## src/shared/dmq_pkg.sv

```systemverilog
//==========================================================================
//==========================================================================
package dmq_pkg;
   // Command field carried from the command decoder.
   typedef enum logic [2:0] {
      DMQ_CMD_DES = 3'h0,
      DMQ_CMD_MRS = 3'h1,
      DMQ_CMD_SRE = 3'h2,
      DMQ_CMD_SRX = 3'h3,
      DMQ_CMD_PDE = 3'h4,
      DMQ_CMD_PDX = 3'h5,
      DMQ_CMD_OTHER = 3'h6
   } dmq_cmd_t;

   typedef struct packed {
      logic valid;
      dmq_cmd_t cmd;
      logic [1:0] bankGroup;
      logic [1:0] bank;
      logic [17:0] addr;
      logic parity;
   } dmq_cmd_bus_t;

   typedef enum logic [1:0] {
      DMQ_PWR_ACTIVE = 2'h0,
      DMQ_PWR_SELF_REFRESH = 2'h1,
      DMQ_PWR_POWER_DOWN = 2'h2
   } dmq_pwr_t;

   typedef enum logic [1:0] {
      DMQ_ERR_IDLE = 2'h0,
      DMQ_ERR_ALERT = 2'h1,
      DMQ_ERR_HOLD = 2'h2
   } dmq_err_t;

   // Mode register indices and field positions.
   localparam logic [2:0] MR_IDX_MR3 = 3'h3;
   localparam logic [2:0] MR_IDX_MR5 = 3'h5;
   localparam logic [2:0] MR_IDX_MR6 = 3'h6;
   localparam int MR3_PDA_BIT = 4;
   localparam int MR5_PERSIST_BIT = 9;
   localparam int MR5_PL_LSB = 0;
   localparam int MR6_CAL_EN_BIT = 7;
   localparam int MR6_RANGE_BIT = 6;
   localparam int MR6_LEVEL_MSB = 5;

   // Reset values.
   localparam logic [17:0] MR_RESET = 18'h00000;
   localparam logic [5:0] VREF_LEVEL_RESET = 6'h00;

   // Timing, in nanoseconds and in clock cycles of core_clk.
   localparam int CLK_PERIOD_NS = 10;
   localparam int ALERT_PW_NS = 640;
   localparam logic [7:0] ALERT_PW_CYC =
      8'((ALERT_PW_NS + CLK_PERIOD_NS - 1) / CLK_PERIOD_NS);
   localparam logic [7:0] TMOD_CYC = 8'h18;
   localparam int VREF_TIME_NS = 150;
   localparam logic [7:0] VREF_TIME_CYC =
      8'((VREF_TIME_NS + CLK_PERIOD_NS - 1) / CLK_PERIOD_NS);
   localparam logic [7:0] DQ0_SAMPLE_OFFSET = 8'h01;
endpackage

```

## src/hdl/dmq_delay_counter.sv

```systemverilog
//==========================================================================
// Down-counter that reports busy until a loaded count has expired.
//==========================================================================
module dmq_delay_counter (
   input wire logic core_clk,
   input wire logic rst_n,
   input wire logic load,
   input wire logic [7:0] loadValue,
   output logic busy
);
   logic [7:0] count;

   always_ff @(posedge core_clk or negedge rst_n) begin
      if (!rst_n) begin
         count <= 8'h00;
      end else if (load) begin
         count <= loadValue;
      end else if (count != 8'h00) begin
         count <= count - 8'h01;
      end
   end

   always_ff @(posedge core_clk or negedge rst_n) begin
      if (!rst_n) begin
         busy <= 1'b0;
      end else begin
         busy <= load ? (loadValue != 8'h00) : (count > 8'h01);
      end
   end
endmodule

```

## src/hdl/dram_mode_command_qualifier.sv

```systemverilog
//==========================================================================
// Command-side qualifier: parity checking, low-power fallback, per-device
// mode-register writes and data reference training fields.
//==========================================================================
module dram_mode_command_qualifier (
   input wire logic core_clk,
   input wire logic rst_n,
   input wire dmq_pkg::dmq_cmd_bus_t cmdIn,
   input wire logic dataBitZero,
   input wire logic dataStrobe,
   input wire logic odtPin,
   input wire logic [7:0] additiveLatency,
   input wire logic [7:0] writeLatency,
   input wire logic statusClearValid,
   input wire logic statusClearValue,
   input wire logic queuesDrained,
   input wire logic avs_read,
   input wire logic avs_write,
   input wire logic [3:0] avs_address,
   input wire logic [31:0] avs_writedata,
   output logic [31:0] avs_readdata,
   output logic avs_waitrequest,
   output logic alert_n,
   output logic parityErrorStatus,
   output logic precharge_all,
   output logic modeWriteStrobe,
   output logic [2:0] modeWriteIndex,
   output logic [17:0] modeWriteData,
   output logic perDeviceAddressing,
   output dmq_pkg::dmq_pwr_t powerState,
   output logic terminationOn,
   output logic vrefCalEnable,
   output logic vrefRange,
   output logic [5:0] vrefLevel,
   output logic vrefValid,
   output logic modeDelayBusy,
   output logic [7:0] modeDelayCycles
);
   // =======================================================================
   // Register map.
   // =======================================================================
   localparam logic [3:0] REG_STATUS = 4'h0;
   localparam logic [3:0] REG_MODE = 4'h1;
   localparam logic [3:0] REG_VREF = 4'h2;

   // =======================================================================
   // Pin synchronisers: three stages, change accepted when 2 and 3 agree.
   // =======================================================================
   logic [2:0] dqSync;
   logic [2:0] dqsSync;
   logic [2:0] odtSync;
   logic dqStable;
   logic dqsStable;
   logic odtStable;

   always_ff @(posedge core_clk or negedge rst_n) begin
      if (!rst_n) begin
         dqSync <= 3'h0;
         dqsSync <= 3'h0;
         odtSync <= 3'h0;
      end else begin
         dqSync <= {dqSync[1:0], dataBitZero};
         dqsSync <= {dqsSync[1:0], dataStrobe};
         odtSync <= {odtSync[1:0], odtPin};
      end
   end

   always_ff @(posedge core_clk or negedge rst_n) begin
      if (!rst_n) begin
         dqStable <= 1'b0;
         dqsStable <= 1'b0;
         odtStable <= 1'b0;
      end else begin
         if (dqSync[1] == dqSync[2]) begin
            dqStable <= dqSync[2];
         end
         if (dqsSync[1] == dqsSync[2]) begin
            dqsStable <= dqsSync[2];
         end
         if (odtSync[1] == odtSync[2]) begin
            odtStable <= odtSync[2];
         end
      end
   end

   // =======================================================================
   // Parity check and error handling.
   // =======================================================================
   logic [6:0] parityLatency;
   logic persistMode;
   logic checkEnable;
   logic parityError;
   logic [7:0] alertCount;
   dmq_pkg::dmq_err_t errState;
   logic statusSet;
   logic swClear;

   // Even parity over bank group, bank, address and the parity pin.
   assign parityError = cmdIn.valid && (parityLatency != 7'h00) &&
      checkEnable && (^{cmdIn.bankGroup, cmdIn.bank, cmdIn.addr,
      cmdIn.parity});

   // Resuming in persistent mode ignores the status bit.
   assign checkEnable = (errState == dmq_pkg::DMQ_ERR_IDLE) &&
      (persistMode || !parityErrorStatus);

   always_ff @(posedge core_clk or negedge rst_n) begin
      if (!rst_n) begin
         errState <= dmq_pkg::DMQ_ERR_IDLE;
         alertCount <= 8'h00;
      end else begin
         unique case (errState)
            dmq_pkg::DMQ_ERR_IDLE: begin
               if (parityError) begin
                  errState <= dmq_pkg::DMQ_ERR_ALERT;
                  alertCount <= dmq_pkg::ALERT_PW_CYC;
               end
            end
            dmq_pkg::DMQ_ERR_ALERT: begin
               // Alert stays until the pulse ends and queues are empty.
               if (alertCount != 8'h00) begin
                  alertCount <= alertCount - 8'h01;
               end else if (queuesDrained) begin
                  errState <= dmq_pkg::DMQ_ERR_IDLE;
               end
            end
            dmq_pkg::DMQ_ERR_HOLD: begin
               errState <= dmq_pkg::DMQ_ERR_IDLE;
            end
         endcase
      end
   end

   always_ff @(posedge core_clk or negedge rst_n) begin
      if (!rst_n) begin
         alert_n <= 1'b1;
         precharge_all <= 1'b0;
      end else begin
         alert_n <= !(parityError || errState == dmq_pkg::DMQ_ERR_ALERT);
         precharge_all <= parityError;
      end
   end

   // Software may only clear the status; a write of one is blocked.
   assign statusSet = parityError;
   assign swClear = (statusClearValid && !statusClearValue) ||
      (avs_write && avs_waitrequest && avs_address == REG_STATUS &&
      !avs_writedata[0]);

   always_ff @(posedge core_clk or negedge rst_n) begin
      if (!rst_n) begin
         parityErrorStatus <= 1'b0;
      end else if (statusSet) begin
         parityErrorStatus <= 1'b1;
      end else if (swClear) begin
         parityErrorStatus <= 1'b0;
      end
   end

   // =======================================================================
   // Power state: a self-refresh entry with an error lands in power-down.
   // =======================================================================
   logic cmdOk;
   assign cmdOk = cmdIn.valid && !parityError;

   always_ff @(posedge core_clk or negedge rst_n) begin
      if (!rst_n) begin
         powerState <= dmq_pkg::DMQ_PWR_ACTIVE;
      end else if (cmdIn.valid && cmdIn.cmd == dmq_pkg::DMQ_CMD_SRE) begin
         powerState <= parityError ? dmq_pkg::DMQ_PWR_POWER_DOWN :
            dmq_pkg::DMQ_PWR_SELF_REFRESH;
      end else if (cmdOk && cmdIn.cmd == dmq_pkg::DMQ_CMD_PDE) begin
         powerState <= dmq_pkg::DMQ_PWR_POWER_DOWN;
      end else if (cmdOk && (cmdIn.cmd == dmq_pkg::DMQ_CMD_SRX ||
            cmdIn.cmd == dmq_pkg::DMQ_CMD_PDX)) begin
         powerState <= dmq_pkg::DMQ_PWR_ACTIVE;
      end
   end

   // =======================================================================
   // Mode-register writes with per-device qualification.
   // =======================================================================
   logic pending;
   logic [7:0] waitCount;
   logic [2:0] pendIndex;
   logic [17:0] pendData;
   logic strobeSeen;
   logic dqsPrev;
   logic isMrs;
   logic sampleNow;
   logic execWrite;

   assign isMrs = cmdOk && cmdIn.cmd == dmq_pkg::DMQ_CMD_MRS;
   assign sampleNow = pending && waitCount == 8'h00 &&
      (strobeSeen || (dqsStable != dqsPrev));
   // Low data bit zero executes, high ignores the write.
   assign execWrite = sampleNow && !dqStable;

   always_ff @(posedge core_clk or negedge rst_n) begin
      if (!rst_n) begin
         pending <= 1'b0;
         waitCount <= 8'h00;
         pendIndex <= 3'h0;
         pendData <= dmq_pkg::MR_RESET;
         strobeSeen <= 1'b0;
         dqsPrev <= 1'b0;
      end else begin
         dqsPrev <= dqsStable;
         if (isMrs && perDeviceAddressing && !pending) begin
            pending <= 1'b1;
            // Qualifier lands where write data would.
            waitCount <= additiveLatency + writeLatency +
               dmq_pkg::DQ0_SAMPLE_OFFSET;
            pendIndex <= {cmdIn.bank[0], cmdIn.bankGroup};
            pendData <= cmdIn.addr;
            strobeSeen <= 1'b0;
         end else if (pending) begin
            if (waitCount != 8'h00) begin
               waitCount <= waitCount - 8'h01;
            end else if (sampleNow) begin
               pending <= 1'b0;
            end else if (dqsStable != dqsPrev) begin
               strobeSeen <= 1'b1;
            end
         end
      end
   end

   logic directWrite;
   logic [2:0] wrIndex;
   logic [17:0] wrData;
   assign directWrite = isMrs && !perDeviceAddressing;
   assign wrIndex = directWrite ? {cmdIn.bank[0], cmdIn.bankGroup} :
      pendIndex;
   assign wrData = directWrite ? cmdIn.addr : pendData;

   always_ff @(posedge core_clk or negedge rst_n) begin
      if (!rst_n) begin
         modeWriteStrobe <= 1'b0;
         modeWriteIndex <= 3'h0;
         modeWriteData <= dmq_pkg::MR_RESET;
      end else begin
         modeWriteStrobe <= directWrite || execWrite;
         modeWriteIndex <= wrIndex;
         modeWriteData <= wrData;
      end
   end

   logic doWrite;
   assign doWrite = directWrite || execWrite;

   // A write to MR3 reprograms the whole register, and bit 4 with it.
   always_ff @(posedge core_clk or negedge rst_n) begin
      if (!rst_n) begin
         perDeviceAddressing <= 1'b0;
      end else if (doWrite && wrIndex == dmq_pkg::MR_IDX_MR3) begin
         perDeviceAddressing <= wrData[dmq_pkg::MR3_PDA_BIT];
      end
   end

   always_ff @(posedge core_clk or negedge rst_n) begin
      if (!rst_n) begin
         parityLatency <= 7'h00;
         persistMode <= 1'b0;
      end else if (doWrite && wrIndex == dmq_pkg::MR_IDX_MR5) begin
         persistMode <= wrData[dmq_pkg::MR5_PERSIST_BIT];
         // Latency may change only through the disabled state.
         if (parityLatency == 7'h00 ||
               wrData[dmq_pkg::MR5_PL_LSB +: 3] == 3'h0) begin
            parityLatency <= {4'h0, wrData[dmq_pkg::MR5_PL_LSB +: 3]};
         end
      end
   end

   // =======================================================================
   // Data reference training fields.
   // =======================================================================
   logic mr6Write;
   assign mr6Write = doWrite && wrIndex == dmq_pkg::MR_IDX_MR6;

   always_ff @(posedge core_clk or negedge rst_n) begin
      if (!rst_n) begin
         vrefCalEnable <= 1'b0;
         vrefRange <= 1'b0;
         vrefLevel <= dmq_pkg::VREF_LEVEL_RESET;
      end else if (mr6Write) begin
         vrefCalEnable <= wrData[dmq_pkg::MR6_CAL_EN_BIT];
         if (wrData[dmq_pkg::MR6_CAL_EN_BIT]) begin
            vrefRange <= wrData[dmq_pkg::MR6_RANGE_BIT];
            vrefLevel <= wrData[dmq_pkg::MR6_LEVEL_MSB:0];
         end
      end
   end

   // Undefined after reset until the first programmed level settles.
   logic vrefBusy;
   logic vrefProgrammed;
   dmq_delay_counter vrefTimer (
      .core_clk(core_clk),
      .rst_n(rst_n),
      .load(mr6Write && wrData[dmq_pkg::MR6_CAL_EN_BIT]),
      .loadValue(dmq_pkg::VREF_TIME_CYC),
      .busy(vrefBusy)
   );

   always_ff @(posedge core_clk or negedge rst_n) begin
      if (!rst_n) begin
         vrefProgrammed <= 1'b0;
         vrefValid <= 1'b0;
      end else begin
         if (mr6Write && wrData[dmq_pkg::MR6_CAL_EN_BIT]) begin
            vrefProgrammed <= 1'b1;
         end
         vrefValid <= vrefProgrammed && !vrefBusy;
      end
   end

   // =======================================================================
   // Mode delay with parity latency and termination.
   // =======================================================================
   logic [7:0] modeDelay;
   logic modeBusy;
   assign modeDelay = dmq_pkg::TMOD_CYC + {1'b0, parityLatency};

   dmq_delay_counter modeTimer (
      .core_clk(core_clk),
      .rst_n(rst_n),
      .load(doWrite),
      .loadValue(modeDelay),
      .busy(modeBusy)
   );

   always_ff @(posedge core_clk or negedge rst_n) begin
      if (!rst_n) begin
         modeDelayBusy <= 1'b0;
         modeDelayCycles <= 8'h00;
         terminationOn <= 1'b0;
      end else begin
         modeDelayBusy <= modeBusy;
         modeDelayCycles <= modeDelay;
         // No dynamic switching: the pin drives termination directly.
         terminationOn <= odtStable;
      end
   end

   // =======================================================================
   // Avalon-MM slave: one wait cycle, then the answer.
   // =======================================================================
   always_ff @(posedge core_clk or negedge rst_n) begin
      if (!rst_n) begin
         avs_waitrequest <= 1'b1;
         avs_readdata <= 32'h00000000;
      end else begin
         avs_waitrequest <= !((avs_read || avs_write) && avs_waitrequest);
         unique case (avs_address)
            REG_STATUS: avs_readdata <= {29'h0, alert_n, persistMode,
               parityErrorStatus};
            REG_MODE: avs_readdata <= {24'h0, modeDelayBusy,
               perDeviceAddressing, powerState, 1'b0, parityLatency[2:0]};
            REG_VREF: avs_readdata <= {23'h0, vrefValid, vrefCalEnable,
               vrefRange, vrefLevel};
            default: avs_readdata <= 32'h00000000;
         endcase
      end
   end
endmodule

```

## config.mk

```make
export PLATFORM = sky130hd
export DESIGN_NAME = dram_mode_command_qualifier
export DESIGN_NICKNAME = d
export VERILOG_FILES = /design/src/shared/dmq_pkg.sv /design/src/hdl/dmq_delay_counter.sv /design/src/hdl/dram_mode_command_qualifier.sv
export SDC_FILE = /design/constraint.sdc
export NUM_CORES = 1
export LEC_CHECK = 0
export ABC_CLOCK_PERIOD_IN_PS = 5600
export BUFFER_PORTS_ARGS = -buffer_cell sky130_fd_sc_hd__buf_2
export CORE_MARGIN = 3
export CORE_UTILIZATION = 40
export CTS_BUF_LIST = sky130_fd_sc_hd__clkbuf_2
export CTS_CLUSTER_DIAMETER = 100
export DETAILED_ROUTE_END_ITERATION = 10
export GPL_ROUTABILITY_DRIVEN = 1
export PLACE_DENSITY = 0.63
export SYNTH_ARGS = -nofsm -noshare
export SYNTH_HDL_FRONTEND = slang
export SYNTH_SLANG_ARGS = --single-unit
```

## constraint.sdc

```tcl
create_clock -name core_clk -period 5.6 [get_ports core_clk]
set_input_delay 0.56 -clock core_clk [delete_from_list [all_inputs] [get_ports core_clk]]
set_output_delay 0.56 -clock core_clk [all_outputs]
set_load 0.05 [all_outputs]
```

# --- Yosys cells after proc, flatten, opt, wreduce, memory -nomap -nowiden ---
# Cells that the tools add are included.
totals:
  reg_bits: 155
  latch_bits: 0
  ram_bits: 0
  mem_bits_ro: 0
  inputBits: 89
  output_inout_bits: 80
  wordCells: 172
  memories: 0
op_classes:
  n_addsub: 7
  n_mul: 0
  n_div: 0
  magnitude_cmp: 2
  eq_ne: 22
  n_shift: 0
  n_mux: 34
  bitwise: 0
  n_reduce_logical: 69
ops:
  columns: ["op", "n"]
  rows:
  - ["8-bit two-way mux", 9]
  - ["8-bit nonzero test", 5]
  - ["8-bit by 1-bit subtractor with 8-bit output (second input constant)", 4]
  - ["9-bit one-hot mux with 3 select lines", 1]
  - ["1-bit logical AND", 25]
  - ["23-bit XOR reduction", 1]
  - ["18-bit two-way mux", 1]
  - ["8-bit by 1-bit greater-than comparator with 1-bit output (second input constant)", 2]
  - ["8-bit one-hot mux with 2 select lines", 1]
  - ["2-bit two-way mux", 7]
  - ["2-bit nonzero test", 7]
  - ["1-bit two-way mux", 13]
  - ["3-bit == test (second input constant)", 4]
  - ["1-bit zero test", 10]
  - ["2-bit != test (second input constant)", 5]
  - ["3-bit by 2-bit == test with 1-bit output (second input constant)", 3]
  - ["8-bit by 1-bit adder with 8-bit output (second input constant)", 1]
  - ["8-bit adder", 1]
  - ["8-bit zero test", 1]
  - ["1-bit logical OR", 8]
  - ["7-bit zero test", 1]
  - ["7-bit nonzero test", 1]
  - ["5-bit by 3-bit adder with 6-bit output (first input constant)", 1]
  - ["2-bit one-hot mux with 3 select lines", 1]
  - ["other kinds (16)", 21]

# --- Logic depth before layout (Yosys ltp) ---
logic_depth:
  ltp_word: 14
  ltp_mapped: 11
  depth_no_buf: 11

# --- Modules after synthesis ---
# From an unflattened synthesis, not the netlist that was laid out.
hier_totals:
  cells_unflattened: 531
  hier_area_um2: 6297.3
by_module_without_submodules:
  columns: ["module", "n_inst", "cells_per_inst", "area_per_inst_um2", "seq_area_each_um2"]
  rows:
  - ["dram_mode_command_qualifier", 1, 417, 5168.7, 2780.2]
  - ["dmq_delay_counter", 2, 57, 564.3, 225.2]

# --- Worst setup path after synthesis ---
# Ideal clock, no wire load.
synth_path:
  path_kind: "input port to flip-flop"
  start: "input port cmdIn[18] (netlist name)"
  end: "register vrefLevel[3]"
  setup_ns: 0.125
  arrival_ns: 2.845
  slack_ns: 2.630
  path_stages: 9
  n_path_buf: 1
  cell_sequence: "xnor3_1 xnor3_1 xnor3_2 xnor2_1 a211o_1 o32a_1 nor2_4 buf_6 mux2_4"
synth_between:
  elab_chain_len: 10
  word_cells_on_any_way: 12
  classes_between: "eq/ne (1); mux (2); reduce/logical (9)"
synth_rtl:
  columns: ["item", "line", "source"]
  rows:
  - ["start: declaration", "dram_mode_command_qualifier.sv:8", "input wire dmq_pkg::dmq_cmd_bus_t cmdIn,"]
  - ["23-bit XOR reduction *", "dram_mode_command_qualifier.sv:100", "checkEnable && (^{cmdIn.bankGroup, cmdIn.bank, cmdIn.addr,"]
  - ["1-bit logical AND *", "dram_mode_command_qualifier.sv:100", null]
  - ["1-bit zero test *", "dram_mode_command_qualifier.sv:164", "assign cmdOk = cmdIn.valid && !parityError;"]
  - ["1-bit logical AND *", "dram_mode_command_qualifier.sv:164", null]
  - ["1-bit logical AND *", "dram_mode_command_qualifier.sv:193", "assign isMrs = cmdOk && cmdIn.cmd == dmq_pkg::DMQ_CMD_MRS;"]
  - ["1-bit logical AND *", "dram_mode_command_qualifier.sv:232", "assign directWrite = isMrs && !perDeviceAddressing;"]
  - ["3-bit two-way mux", "dram_mode_command_qualifier.sv:233", "assign wrIndex = directWrite ? {cmdIn.bank[0], cmdIn.bankGroup} :"]
  - ["3-bit == test", "dram_mode_command_qualifier.sv:279", "assign mr6Write = doWrite && wrIndex == dmq_pkg::MR_IDX_MR6;"]
  - ["1-bit logical AND", "dram_mode_command_qualifier.sv:279", null]
  - ["2-bit AND reduction (no line)", null, null]
  - ["end signal: assignment", "dram_mode_command_qualifier.sv:285", "vrefLevel <= dmq_pkg::VREF_LEVEL_RESET;"]
  - ["end signal: assignment", "dram_mode_command_qualifier.sv:290", "vrefLevel <= wrData[dmq_pkg::MR6_LEVEL_MSB:0];"]
  - ["end: declaration", "dram_mode_command_qualifier.sv:34", "output logic [5:0] vrefLevel,"]
# Mark *: on every way between the ends. The rest lies on a longest branch, timed or not.
# A chain may end at the register's enable or synchronous reset.

# --- Final worst setup path ---
layout_path:
  start: "register waitCount[0]"
  end: "register vrefLevel[2]"
layout_between:
  elab_chain_len: 7
layout_rtl:
  columns: ["item", "line", "source"]
  rows:
  - ["start: declaration", "dram_mode_command_qualifier.sv:184", "logic [7:0] waitCount;"]
  - ["start signal: assignment", "dram_mode_command_qualifier.sv:212", "waitCount <= additiveLatency + writeLatency +"]
  - ["start signal: assignment", "dram_mode_command_qualifier.sv:219", "waitCount <= waitCount - 8'h01;"]
  - ["8-bit zero test", "dram_mode_command_qualifier.sv:194", "assign sampleNow = pending && waitCount == 8'h00 &&"]
  - ["1-bit logical AND (2 in a row)", "dram_mode_command_qualifier.sv:194", null]
  - ["1-bit logical AND", "dram_mode_command_qualifier.sv:197", "assign execWrite = sampleNow && !dqStable;"]
  - ["1-bit logical OR", "dram_mode_command_qualifier.sv:250", "assign doWrite = directWrite || execWrite;"]
  - ["1-bit logical AND", "dram_mode_command_qualifier.sv:279", null]
  - ["2-bit AND reduction (no line)", null, null]
# No other way between the ends.

==> metrics <==
WL/cell=between 10 and 15 um; final hold violation count=0; total power divided by cell area=396.0 nW/um^2; relative slew slack=between 20% and 30%; RR Endpoint=vrefLevel[2]$_DFFE_PN0P_; Avg Synthesized Cell Area=11.44 um^2; clk_skew=0.02683 ns; hpwl dp=9349 um; status=finished, final reports clean; count of input and output buffers=about 110; CTS Buf Count=17; Die W=~130 um; Vias/cell=5.019; clk sink count=129; most common cell after layout, fill and taps aside=dfrtp_1; worst-path fanout max=15; CP arrival=around 3.9 ns; DRT Pass-1 Iters=4; Worst Setup SP=waitCount[0]$_DFFE_PN0P_; critical path type=register to register; r2r startpoint=waitCount[0]$_DFFE_PN0P_; RSZ-0062 raised after global routing=false; antenna violations before repair=0; fin util=47.88%; CP startpoint kind=register; asr flop ratio synth=100.0%; Clk Latency, worst-skew pair=0.65 ns; overall routing resource usage=15.42%; CTS tree=yes; Slew @ Worst Pin=1.089 ns; CTS H-Tree Depth=4; first-pass GRT wire length=20440 um; flop2flop setup slack=2.30 ns; cells after synthesis=534; maximum VDD drop=~0.11 mV; initial DRC count=232; Total Wirelength=12560 um; Fin Setup TNS=0 ns; largest net degree at the start of global routing=67; Clock Power Share=20.9%; Slew Limit Fails=0; vias in the first global route=4156; total grt overflow=0; Sw Share=between 30% and 40%; Max clock buf depth=2; Post-CTS Setup Repair Bufs=0; Max Fclk=about 300 MHz; minimum clock period after layout=3.300 ns; Starting Density=41.40%; number of synthesized register bits=129; Final setup viols=0; P&R area growth vs syn=15.65%; most frequent cells in the layout=dfrtp_1, buf_2, mux2_2; element type at the critical path end=register; Most used DFF post-synth=dfrtp_1; via count=4291; register clock-pin slew on the reported worst setup and hold paths=0.18 ns; Seq pwr share=46.4%; Final #Nets=761; fin crit share=between 50 and 60%; Netlist Area Pre-Place=6108 um^2; number of flops mapped to enable cells by yosys=0; hold crit path type=input port to register; Critical Path End=vrefLevel[2]$_DFFE_PN0P_; Hold Crit Depth=2; share of cells above drive strength 1=31.34%; clk root buf=clkbuf_2; required time worst endpoint=6.16 ns; Gates resized, CTS repair=0; P_sw=1.062 mW; synth unique cells=63; Ports=169; post-route ant nets=0; DRC=0; sequential fraction of the synthesis area=a little over half; Gate power share=32.7%; core box area=14750 um^2; Layout fillers=1382; Max Cap Violations=0; Pleak=about 3.5 nW; Placer Congestion=0.8734; Die Span Y=around 130 um; synth warn=0; row count=44; Int Pwr=1.736 mW; total die area=16790 um^2; cells on worst reg2reg path=10
==> power by group through the flow <==
stage	registers (mW)	clock network (mW)	logic, mW
6_report	1.30	0.586	0.915
5_1_grt	1.33	0.646	1.02
4_1_cts	1.30	0.610	0.923
3_5_place_dp	1.32	0	0.915
3_3_place_gp	1.30	0	0.877
2_1_floorplan	1.43	0	0.564
==> flip-flops by register name, indices dropped and copies added, names as in the netlist, 2 cells and up <==
| register | flops |
|---|---|
| modeWriteIndex | 3 |
| modeTimer.count | 8 |
| powerState | 2 |
| waitCount | 8 |
| dqSync | 3 |
| pendData | 18 |
| parityLatency | 3 |
| pendIndex | 3 |
| vrefLevel | 6 |
| vrefTimer.count | 8 |
| modeWriteData | 18 |
| dqsSync | 3 |
| avs_readdata | 9 |
| modeDelayCycles | 4 |
| odtSync | 3 |
| alertCount | 8 |
==> metrics by stage <==
stage          setup slack, ns  power (mW)  instances  instance area, um^2  hold slack [ns]
2_1_floorplan            2.630       1.995        559                 6202           0.2644
3_3_place_gp             1.732       2.182        816                 6756           0.3348
3_5_place_dp             1.683       2.230        816                 6756           0.3372
4_1_cts                  2.256       2.830        854                 7062          0.06384
5_1_grt                  2.073       2.992        854                 7062          0.06779
6_report                 2.300       2.798        855                 7064           0.1364
==> per-layer routing <==
layer	up-vias	track usage, %	part of all wire, %
li1	2071	-	-
met1	2092	19.36	43
met2	121	26.66	51
met3	7	3.710	4.8
met4	0	4.279	0.82
met5	-	0	0
==> cells by family after synthesis <==
group | synth area share [%]
AOI/OAI and AO/OA | 8.480
xor gates and xnor gates | 6.698
adders and majority gates | 3.687
buffers and inverters | 5.940
DFF | 52.89
muxes | 9.812
other | 0.1229
and+or+nand+nor | 12.37
==> synth_stat cells (4+ instances only) <==
library cell	n	area (um^2)
a21o_1	4	30.03
a21oi_1	19	95.09
a22oi_1	4	30.03
a32o_1	4	40.04
buf_2	5	25.02
buf_4	27	202.7
clkbuf_1	6	22.52
dfrtp_1	127	3178
ha_1	14	175.2
inv_1	24	90.09
mux2_2	44	495.5
mux2i_1	6	60.06
nand2_1	28	105.1
nand3_1	10	50.05
nor2_1	36	135.1
nor2b_1	5	31.28
nor3_1	15	75.07
nor4_1	9	56.30
o21ai_0	28	140.1
or3_1	9	56.30
xnor2_1	29	254.0
xor2_1	8	70.07
==> layout make-up <==
cell class | instances | area (um^2) | area share [%]
clock buffers | 21 | 105.1 | 1.488
multi-input cells | 364 | 2625 | 37.16
clock inverters | 11 | 140.1 | 1.984
repair buffers | 119 | 633.1 | 8.962
flip-flops and latches | 129 | 3231 | 45.73
well taps | 184 | 230.2 | 3.259
inverters | 26 | 97.59 | 1.382
diodes | 1 | 2.502 | 0.03542
==> critical path, cell delays in order (launching register included) <==
cell      delay, ns
dfrtp_1        0.42
inv_1          0.09
ha_1           0.23
nand2b_4       0.08
or4_1          0.44
or3_4          0.42
nor3_2         0.33
nand4b_1       0.14
o32a_1         0.30
nor2_4         0.39
mux2_2         0.38
==> worst min path at each step <==
stage / from / to / slack, ns
final: queuesDrained / errState[0]$_DFFE_PN0P_ / 0.14
after global routing: queuesDrained / errState[0]$_DFFE_PN0P_ / 0.07
after CTS: queuesDrained / errState[0]$_DFFE_PN0P_ / 0.06
after detailed placement: dqsSync[0]$_DFF_PN0_ / dqsSync[1]$_DFF_PN0_ / 0.34
after global placement: odtSync[0]$_DFF_PN0_ / odtSync[1]$_DFF_PN0_ / 0.33
after floorplan: rst_n / alertCount[0]$_DFFE_PN0P_ / 0.26
==> what timing repair did <==
item	in CTS	in global routing
setup endpoints to repair	0	0
hold endpoints to repair	66	0
hold buffers	6	0
No activity file was read; power rests on OpenSTA's default activity.
